[src/dom_pkg.sv]
// shared constants for the discrete output point mapping link
package dom_pkg;
    localparam int W = 16;
    localparam int N8 = 8;
    localparam int N12 = 12;
    // link operations
    typedef enum logic [2:0] {
        OP_WR_COIL = 3'h0,
        OP_WR_HOLD = 3'h1,
        OP_RD_INBIT = 3'h2,
        OP_RD_INWORD = 3'h3,
        OP_RD_STATUS = 3'h4,
        OP_WR_CFG = 3'h5
    } dom_op_e;
    // configuration word selected by idx of a config write
    localparam logic [3:0] CFG_MODE = 4'h0;
    localparam logic [3:0] CFG_PATTERN = 4'h1;
    // mode word fields
    localparam int MB_OUT_WORD = 0;
    localparam int MB_OUT_BCD = 1;
    localparam int MB_TO_USER = 2;
    localparam int MB_IN_WORD = 3;
    localparam int MB_IN_BCD = 4;
    localparam logic [4:0] MODE_RST = 5'h00;
    localparam logic [11:0] PATTERN_RST = 12'h000;
    localparam int SB_MOD_FAULT = 0;
    // host register offsets
    localparam logic [7:0] A_CMD = 8'h00;
    localparam logic [7:0] A_RESP = 8'h04;
    localparam logic [7:0] A_CTRL = 8'h08;
    localparam logic [7:0] A_STAT = 8'h0C;
    localparam logic [7:0] A_MASK = 8'h10;
    // command register fields
    localparam int CF_IDX = 16;
    localparam int CF_OP = 20;
    // status bits
    localparam int ST_DONE = 0;
    localparam int ST_REFUSED = 1;
    localparam int ST_FAULT = 2;
    localparam int ST_BUSY = 8;
endpackage

[src/dom_link_if.sv]
// backplane link between scanner and output module
`timescale 1ns/1ns
interface dom_link_if;
    import dom_pkg::*;
    logic sys_ctrl;
    logic req;
    dom_op_e op;
    logic [3:0] idx;
    logic [W-1:0] wdata;
    logic ack;
    logic err;
    logic [W-1:0] rdata;
    modport dev (input sys_ctrl, req, op, idx, wdata, output ack, err, rdata);
    modport host (output sys_ctrl, req, op, idx, wdata, input ack, err, rdata);
endinterface

[src/dom_bcd.sv]
// four-digit bcd to binary and binary to bcd converters
`timescale 1ns/1ns
module dom_bcd
    import dom_pkg::*;
(
    input wire logic [W-1:0] bcd_in,
    input wire logic [N12-1:0] bin_in,
    output logic [W-1:0] bin_out,
    output logic [W-1:0] bcd_out
);
    // digits above 9 are taken at face value; software must write legal bcd
    always_comb begin
        bin_out = W'(bcd_in[15:12]) * W'(1000) + W'(bcd_in[11:8]) * W'(100)
            + W'(bcd_in[7:4]) * W'(10) + W'(bcd_in[3:0]);
    end

    // double dabble over the twelve fault bits
    always_comb begin
        logic [W+N12-1:0] sh;
        sh = {W'(0), bin_in};
        for (int i = 0; i < N12; i++) begin
            for (int d = 0; d < 4; d++) begin
                if (sh[N12 + 4*d +: 4] > 4'h4) begin
                    sh[N12 + 4*d +: 4] = sh[N12 + 4*d +: 4] + 4'h3;
                end
            end
            sh = sh << 1;
        end
        bcd_out = sh[W+N12-1:N12];
    end
endmodule

[src/dom_device.sv]
// output module end: point map, timeout state and fault latching
//
// Decided for this implementation: the strobed register port and the register offsets.
`timescale 1ns/1ns
module dom_device
    import dom_pkg::*;
(
    input wire logic clk_sys,
    input wire logic rst_n,
    dom_link_if.dev link,
    input wire logic twelve_pt,
    input wire logic [N12-1:0] fault_in,
    output logic [N12-1:0] point_out,
    output logic module_fault
);
    logic tw_meta;
    logic tw;
    logic [N12-1:0] flt_meta;
    logic [N12-1:0] flt;
    logic [4:0] mode;
    logic [N12-1:0] pattern;
    logic [N12-1:0] cmd;
    logic [N12-1:0] fault_lat;
    logic [W-1:0] hold_bin;
    logic [W-1:0] fault_bcd;
    logic [N12-1:0] next_cmd;
    logic [N12-1:0] wr_mask;
    logic wr_ok;
    logic refuse;
    logic [W-1:0] rd_val;
    logic [N12-1:0] pt_mask;

    // pins come from the field side, two stages before use
    always_ff @(posedge clk_sys or negedge rst_n) begin
        if (!rst_n) begin
            tw_meta <= 1'b0;
            tw <= 1'b0;
            flt_meta <= '0;
            flt <= '0;
        end else begin
            tw_meta <= twelve_pt;
            tw <= tw_meta;
            flt_meta <= fault_in;
            flt <= flt_meta;
        end
    end

    assign pt_mask = tw ? {N12{1'b1}} : N12'(8'hFF);

    dom_bcd i_dom_bcd (
        .bcd_in(link.wdata),
        .bin_in(fault_lat),
        .bin_out(hold_bin),
        .bcd_out(fault_bcd)
    );

    // decode one link request: legality, new command value, read data
    always_comb begin
        refuse = 1'b0;
        wr_ok = 1'b0;
        next_cmd = cmd;
        rd_val = '0;
        unique case (link.op)
            OP_WR_COIL: begin
                // bit form only on the eight-point module
                if (tw || mode[MB_OUT_WORD] || link.idx >= 4'(N8)) begin
                    refuse = 1'b1;
                end else begin
                    wr_ok = 1'b1;
                    next_cmd[link.idx] = link.wdata[0];
                end
            end
            OP_WR_HOLD: begin
                if (!tw && !mode[MB_OUT_WORD]) begin
                    refuse = 1'b1;
                end else begin
                    wr_ok = 1'b1;
                    next_cmd = (mode[MB_OUT_BCD] ? hold_bin[N12-1:0]
                        : link.wdata[N12-1:0]) & pt_mask;
                end
            end
            OP_RD_INBIT: begin
                // twelve fault points padded to sixteen bit references
                if (!tw || mode[MB_IN_WORD]) begin
                    refuse = 1'b1;
                end else begin
                    rd_val = W'(fault_lat[link.idx[3:0] < 4'(N12) ? link.idx : 4'h0]
                        & (link.idx < 4'(N12)));
                end
            end
            OP_RD_INWORD: begin
                if (!tw || !mode[MB_IN_WORD]) begin
                    refuse = 1'b1;
                end else begin
                    rd_val = mode[MB_IN_BCD] ? fault_bcd : W'(fault_lat);
                end
            end
            OP_RD_STATUS: begin
                if (!tw) begin
                    refuse = 1'b1;
                end else begin
                    rd_val = W'(|fault_lat) << SB_MOD_FAULT;
                end
            end
            OP_WR_CFG: begin
                refuse = (link.idx != CFG_MODE) && (link.idx != CFG_PATTERN);
            end
            default: begin
                refuse = 1'b1;
            end
        endcase
        // coil and hold writes are refused while control is stopped, so cmd stays the last value
        if (!link.sys_ctrl && (link.op == OP_WR_COIL || link.op == OP_WR_HOLD)) begin
            refuse = 1'b1;
            wr_ok = 1'b0;
            next_cmd = cmd;
        end
    end

    // per-point written-off mask for fault clearing
    assign wr_mask = (link.req && wr_ok) ? ~next_cmd & pt_mask : '0;

    always_ff @(posedge clk_sys or negedge rst_n) begin
        if (!rst_n) begin
            cmd <= '0;
        end else if (link.req && wr_ok) begin
            cmd <= next_cmd;
        end
    end

    always_ff @(posedge clk_sys or negedge rst_n) begin
        if (!rst_n) begin
            mode <= MODE_RST;
            pattern <= PATTERN_RST;
        end else if (link.req && link.op == OP_WR_CFG) begin
            if (link.idx == CFG_MODE) begin
                mode <= link.wdata[4:0];
                // input bcd only exists with the word-wide input map
                mode[MB_IN_BCD] <= link.wdata[MB_IN_BCD] && link.wdata[MB_IN_WORD];
                if (tw) begin
                    mode[MB_OUT_WORD] <= 1'b1;
                end
            end else if (link.idx == CFG_PATTERN) begin
                pattern <= link.wdata[N12-1:0] & pt_mask;
            end
        end
    end

    // a new fault in the same cycle as an off command stays latched
    always_ff @(posedge clk_sys or negedge rst_n) begin
        if (!rst_n) begin
            fault_lat <= '0;
        end else begin
            fault_lat <= ((fault_lat & ~wr_mask) | flt) & {N12{tw}};
        end
    end

    always_ff @(posedge clk_sys or negedge rst_n) begin
        if (!rst_n) begin
            point_out <= '0;
        end else if (link.sys_ctrl) begin
            point_out <= cmd & pt_mask;
        end else begin
            point_out <= (mode[MB_TO_USER] ? pattern : cmd) & pt_mask;
        end
    end

    always_ff @(posedge clk_sys or negedge rst_n) begin
        if (!rst_n) begin
            module_fault <= 1'b0;
        end else begin
            module_fault <= |fault_lat;
        end
    end

    // one answer per request, the cycle after it
    always_ff @(posedge clk_sys or negedge rst_n) begin
        if (!rst_n) begin
            link.ack <= 1'b0;
            link.err <= 1'b0;
            link.rdata <= '0;
        end else begin
            link.ack <= link.req;
            link.err <= link.req && refuse;
            link.rdata <= (link.req && !refuse) ? rd_val : '0;
        end
    end
endmodule

[src/flat_wrapper.sv]
// flat-port wrapper written by rule: the top's interface ports become plain ports
module dom_device_flat import dom_pkg::*;
  (clk_sys, rst_n, twelve_pt, fault_in, point_out, module_fault, link_sys_ctrl, link_req, link_op, link_idx, link_wdata, link_ack, link_err, link_rdata);
  dom_link_if link_i ();
  input wire logic clk_sys;
  input wire logic rst_n;
  input wire logic twelve_pt;
  input wire logic [N12-1:0] fault_in;
  output logic [N12-1:0] point_out;
  output logic module_fault;
  input wire logic [$bits(link_i.sys_ctrl)-1:0] link_sys_ctrl;
  input wire logic [$bits(link_i.req)-1:0] link_req;
  input wire logic [$bits(link_i.op)-1:0] link_op;
  input wire logic [$bits(link_i.idx)-1:0] link_idx;
  input wire logic [$bits(link_i.wdata)-1:0] link_wdata;
  output wire logic [$bits(link_i.ack)-1:0] link_ack;
  output wire logic [$bits(link_i.err)-1:0] link_err;
  output wire logic [$bits(link_i.rdata)-1:0] link_rdata;
  assign link_i.sys_ctrl = link_sys_ctrl;
  assign link_i.req = link_req;
  assign link_i.op = link_op;
  assign link_i.idx = link_idx;
  assign link_i.wdata = link_wdata;
  assign link_ack = link_i.ack;
  assign link_err = link_i.err;
  assign link_rdata = link_i.rdata;
  dom_device u_core (.clk_sys(clk_sys), .rst_n(rst_n), .link(link_i), .twelve_pt(twelve_pt), .fault_in(fault_in), .point_out(point_out), .module_fault(module_fault));
endmodule
[config.mk]
export PLATFORM = sky130hd
export DESIGN_NAME = dom_device_flat
export DESIGN_NICKNAME = d
export VERILOG_FILES = /design/src/dom_pkg.sv /design/src/dom_link_if.sv /design/src/dom_bcd.sv /design/src/dom_device.sv /design/src/flat_wrapper.sv
export SDC_FILE = /design/constraint.sdc
export NUM_CORES = 1
export LEC_CHECK = 0
export ABC_AREA = 1
export BUFFER_PORTS_ARGS = -buffer_cell sky130_fd_sc_hd__buf_2
export CORE_ASPECT_RATIO = 0.75
export CORE_MARGIN = 8
export CORE_UTILIZATION = 30
export DETAILED_ROUTE_END_ITERATION = 8
export PLACE_DENSITY = 0.56
export SLEW_MARGIN = 20
export SYNTH_ARGS = -nofsm -noshare
export SYNTH_HDL_FRONTEND = slang
export SYNTH_SLANG_ARGS = --single-unit
[constraint.sdc]
create_clock -name clk_sys -period 10.4 [get_ports clk_sys]
set_input_delay 0.52 -clock clk_sys [delete_from_list [all_inputs] [get_ports clk_sys]]
set_output_delay 0.52 -clock clk_sys [all_outputs]
set_load 0.02 [all_outputs]
==> metrics.txt <==
# TYPE chip_impl_metric gauge
chip_impl_metric{name="postSynthAreaPerCell",unit="µm²"} 7.62
chip_impl_metric{name="utilization",unit="%"} 34.5
chip_impl_metric{name="power_per_cell_area",unit="nW/µm²"} 259
chip_impl_info{name="slowest_stage",value="sky130_fd_sc_hd__dfrtp_1"} 1
chip_impl_metric{name="insertion_delay",unit="ns"} 0.36
chip_impl_info{name="clockRootBuffer",value="sky130_fd_sc_hd__clkbuf_16"} 1
chip_impl_info{name="end_kind",value="register"} 1
chip_impl_metric{name="dp.final_hpwl",unit="mm"} 15.8
chip_impl_info{name="worstHoldPathType",value="primary input to async pin"} 1
chip_impl_metric{name="fmax",unit="MHz"} 177
chip_impl_metric{name="fin_setup_tns",unit="ns"} 0
chip_impl_metric{name="setup_viol_count_final",unit=""} 0
chip_impl_metric{name="initial_antenna_violation_count",unit=""} 1
chip_impl_metric{name="static-leakage-power",unit="nW"} 4.54
chip_impl_metric{name="fin_crit_sh",unit="%"} 54.3
chip_impl_metric{name="clock-sinks",unit=""} 97
chip_impl_info{name="worst_r2r_startpoint",value="u_core.fault_lat[9]"} 1
chip_impl_metric{name="die_width",unit="µm"} 199
chip_impl_metric{name="yosysUniqueCellTypes",unit=""} 56
chip_impl_metric{name="grt_max_degree",unit=""} 62
chip_impl_metric{name="cp_max_fo",unit=""} 5
chip_impl_metric{name="buffer_ports.inserted",unit=""} 69
chip_impl_metric{name="nets",unit=""} 1185
chip_impl_metric{name="drv.max_cap_violation_count",unit=""} 0
chip_impl_metric{name="final_layout_size_suffix_gt1_share",unit="%"} 16.8
chip_impl_metric{name="floorplan.initialDensity",unit="%"} 30.4
chip_impl_metric{name="core.rowCount",unit=""} 50
chip_impl_metric{name="post-cts-setup-buffers",unit=""} 0
chip_impl_metric{name="synth_top_area_share",unit="%"} 32.1
chip_impl_metric{name="postSynthRegisterBits",unit=""} 97
chip_impl_metric{name="finalInstanceArea",unit="µm²"} 8570
chip_impl_info{name="crit_path_frequent_cell",value="sky130_fd_sc_hd__nand2_1"} 1
chip_impl_metric{name="flow.area_growth_from_synthesis",unit="%"} 13.5
chip_impl_metric{name="cts_resized",unit=""} 0
chip_impl_metric{name="drt_iter0_markers",unit=""} 414
chip_impl_info{name="timing.setup.critical_path_class",value="register to register"} 1
chip_impl_metric{name="synth-edff-count",unit=""} 0
chip_impl_metric{name="vias_in_the_first_global_route",unit=""} 6124
chip_impl_metric{name="placed_cell_area",unit="µm²"} 8290
chip_impl_metric{name="core_area",unit="µm²"} 24800
chip_impl_info{name="leading_area_contributor_after_synthesis",value="sky130_fd_sc_hd__dfrtp_1"} 1
chip_impl_metric{name="globalRoute.totalOverflow",unit=""} 0
chip_impl_info{name="tritoncts",value="built"} 1
chip_impl_metric{name="grt_pass1_wl",unit="mm"} 32.0
chip_impl_metric{name="worst_path_largest_cell_delay",unit="ns"} 0.41
chip_impl_metric{name="critPathArrivalTime",unit="ns"} 5.89
chip_impl_metric{name="wire_per_inst",unit="µm"} 13.9
chip_impl_metric{name="first_pass_iters",unit=""} 5
chip_impl_metric{name="cts_buffer_depth",unit=""} 2
chip_impl_metric{name="reg2reg_setup_slack",unit="ns"} 4.75
chip_impl_metric{name="cts.htree.levels",unit=""} 3
chip_impl_metric{name="routed-via-count",unit=""} 6353
chip_impl_metric{name="netlist_instances",unit=""} 991
chip_impl_metric{name="filler_cell_count",unit=""} 2632
chip_impl_metric{name="proportion_of_synthesized_chip_area_in_sequential_cells",unit="%"} 32.1
chip_impl_metric{name="drc_errors",unit=""} 0
chip_impl_metric{name="synth_nets",unit=""} 1116
chip_impl_metric{name="grt_usage",unit="%"} 13.0
chip_impl_metric{name="ys_async_sr_fraction",unit="%"} 100
chip_impl_metric{name="route.final.wire_length",unit="mm"} 19.4
chip_impl_metric{name="design.portCount",unit=""} 71
chip_impl_metric{name="numCtsBuffers",unit=""} 9
chip_impl_metric{name="instances_no_fill",unit=""} 1402
chip_impl_info{name="setup_crit_start_kind",value="register"} 1
chip_impl_metric{name="place.gp.congestion",unit=""} 0.846
chip_impl_metric{name="vias_per_cell",unit=""} 4.53
chip_impl_metric{name="maxSlewViolCount",unit=""} 0
chip_impl_metric{name="crit_required",unit="ns"} 10.64
chip_impl_info{name="grt_setup_unrepaired",value="false"} 1
chip_impl_metric{name="yosysWarningCount",unit=""} 0
chip_impl_info{name="startpoint",value="u_core.fault_lat[9]"} 1
chip_impl_metric{name="timing_worst_slew_pin_value",unit="ns"} 0.937
chip_impl_metric{name="ctsHoldBuffers",unit=""} 0
chip_impl_metric{name="clock_skew",unit="ns"} 0.0142
chip_impl_metric{name="fp.dieH",unit="µm"} 153
chip_impl_metric{name="timing.final.hold_violations",unit=""} 0
chip_impl_info{name="ys.flop_type",value="sky130_fd_sc_hd__dfrtp_1"} 1
chip_impl_info{name="run_status",value="complete, no violations"} 1
chip_impl_metric{name="vdd_ir_drop_max",unit="mV"} 0.194
chip_impl_metric{name="preCtsSetupSlack",unit="ns"} 4.82
chip_impl_metric{name="detail-route-antenna-nets",unit=""} 0
chip_impl_metric{name="insertedDiodeCount",unit=""} 0
chip_impl_metric{name="place.detailed.instances",unit=""} 1387
chip_impl_metric{name="slew_headroom",unit="%"} 37.1
chip_impl_metric{name="floorplan.die_area",unit="µm²"} 30600
chip_impl_metric{name="synthesis.area",unit="µm²"} 7550
chip_impl_metric{name="clk_pin_slew_worst_paths",unit="ns"} 0.08
chip_impl_metric{name="finalWorstPathRequiredPeriod",unit="ns"} 5.65
chip_impl_info{name="cell_types_with_the_largest_area_share_after_synthesis",value="sky130_fd_sc_hd__dfrtp_1 32%, sky130_fd_sc_hd__ha_1 11%, sky130_fd_sc_hd__nand2_1 9.7%, sky130_fd_sc_hd__inv_1 7.6%, sky130_fd_sc_hd__nand3_1 5.1%"} 1
chip_impl_metric{name="final.setup.worst_slack",unit="ns"} 4.75
==> final cells by class <==
cell class | instances | area, µm² | share of cell area [%]
clock buffers | 9 | 225 | 2.63
repair buffers | 71 | 363 | 4.23
well taps | 338 | 423 | 4.93
clock inverters | 6 | 62.6 | 0.730
multi-input cells | 711 | 4430 | 51.7
inverters | 170 | 641 | 7.47
flip-flops and latches | 97 | 2430 | 28.3
==> path summary, 6_finish.rpt <==
check,end,cells past startpoint
max in group asynchronous,u_core.fault_lat[3],2
setup / recovery,u_core.link.rdata[10],47
hold reg to reg,u_core.flt[0],0
hold / removal,u_core.link.rdata[14],1
setup reg to reg,u_core.link.rdata[10],47
min in group clk_sys,u_core.flt_meta[10],1
==> flip-flops by register name, summed over array words and instances (netlist names) <==
name / flops
u_core.mode: 5
u_core.link.ack: 1
u_core.module_fault: 1
u_core.point_out: 12
u_core.tw_meta: 1
u_core.tw: 1
u_core.fault_lat: 12
u_core.link.err: 1
u_core.pattern: 12
u_core.cmd: 12
u_core.flt: 12
u_core.link.rdata: 15
u_core.flt_meta: 12
==> worst max-delay path, delay by kind of cell (launching register included) <==
family / cells / cell delay, ns
compound gates: 1 / 0.13
fa+ha+maj: 6 / 1.21
buf+inv: 11 / 0.84
flops: 1 / 0.41
simple gates: 29 / 2.90
==> report_power, final <==
group / switching [mW] / leakage [nW] / internal [mW]
combinational: 0.917 / 3.21 / 0.530
clock: 0.164 / 0.141 / 0.167
sequential: 0.0263 / 1.19 / 0.413
==> kinds of logic after synthesis <==
logic type / Yosys count / share of synthesized area [%]
compound gates: 164 / 13.2
xor+xnor: 17 / 2.17
fa+ha+maj: 85 / 15.7
buf+inv: 183 / 9.18
flops: 97 / 32.1
other cells: 1 / 0.0496
simple gates: 444 / 27.6
==> through the flow <==
step	power (mW)	hold WS, ns
after floorplan	1.63	0.224
after global routing	2.47	0.145
after CTS	2.23	0.125
after detailed placement	1.89	0.335
final	2.22	0.109
after global placement	1.87	0.334
==> per-layer routing <==
metal | wire length (µm) | track usage (%) | part of all wire, %
met4 | 210 | 2.92 | 1.1
met2 | 7960 | 18.9 | 41
met5 | 13 | 0 | 0.067
met1 | 10400 | 19.4 | 54
met3 | 851 | 2.59 | 4.4
==> layout by cell type, fill, tap and decap left out, types with 9 or more instances in the layout <==
cell type,netlist,final
sky130_fd_sc_hd__nand2_1,196,196
sky130_fd_sc_hd__inv_1,153,153
sky130_fd_sc_hd__dfrtp_1,97,97
sky130_fd_sc_hd__nor2_1,84,84
sky130_fd_sc_hd__nand3_1,77,77
sky130_fd_sc_hd__ha_1,69,69
sky130_fd_sc_hd__buf_2,0,68
sky130_fd_sc_hd__a21oi_1,57,57
sky130_fd_sc_hd__o21ai_0,55,55
sky130_fd_sc_hd__nand2_2,40,40
sky130_fd_sc_hd__fa_1,16,16
sky130_fd_sc_hd__inv_2,14,14
sky130_fd_sc_hd__nor3_1,12,12
sky130_fd_sc_hd__nand2_4,10,10
sky130_fd_sc_hd__xor2_1,9,9
sky130_fd_sc_hd__clkbuf_16,0,9
==> Yosys cell counts (2+ instances only) <==
cell type and n:
sky130_fd_sc_hd__nand4_1 2, sky130_fd_sc_hd__inv_2 14, sky130_fd_sc_hd__ha_1 69, sky130_fd_sc_hd__nand3_1 77, sky130_fd_sc_hd__a21oi_1 57, sky130_fd_sc_hd__nand2_1 196
sky130_fd_sc_hd__xnor2_1 6, sky130_fd_sc_hd__a21oi_2 2, sky130_fd_sc_hd__nand3_4 3, sky130_fd_sc_hd__fa_1 16, sky130_fd_sc_hd__nand2_2 40, sky130_fd_sc_hd__o21ai_1 5
sky130_fd_sc_hd__nor2_1 84, sky130_fd_sc_hd__clkbuf_1 11, sky130_fd_sc_hd__nor3_1 12, sky130_fd_sc_hd__o22ai_1 3, sky130_fd_sc_hd__xor2_1 9, sky130_fd_sc_hd__o221ai_1 5
sky130_fd_sc_hd__nor2_2 2, sky130_fd_sc_hd__nor4_1 3, sky130_fd_sc_hd__inv_1 153, sky130_fd_sc_hd__o21ai_2 5, sky130_fd_sc_hd__a31oi_1 3, sky130_fd_sc_hd__nand3_2 5
sky130_fd_sc_hd__o211ai_1 6, sky130_fd_sc_hd__o211ai_2 2, sky130_fd_sc_hd__dfrtp_1 97, sky130_fd_sc_hd__nand3b_1 6, sky130_fd_sc_hd__o21ai_0 55, sky130_fd_sc_hd__o21a_1 5
sky130_fd_sc_hd__clkinv_1 2, sky130_fd_sc_hd__nand2_4 10, sky130_fd_sc_hd__o21bai_1 3
Note: power is estimated with default switching activity, not from simulation.
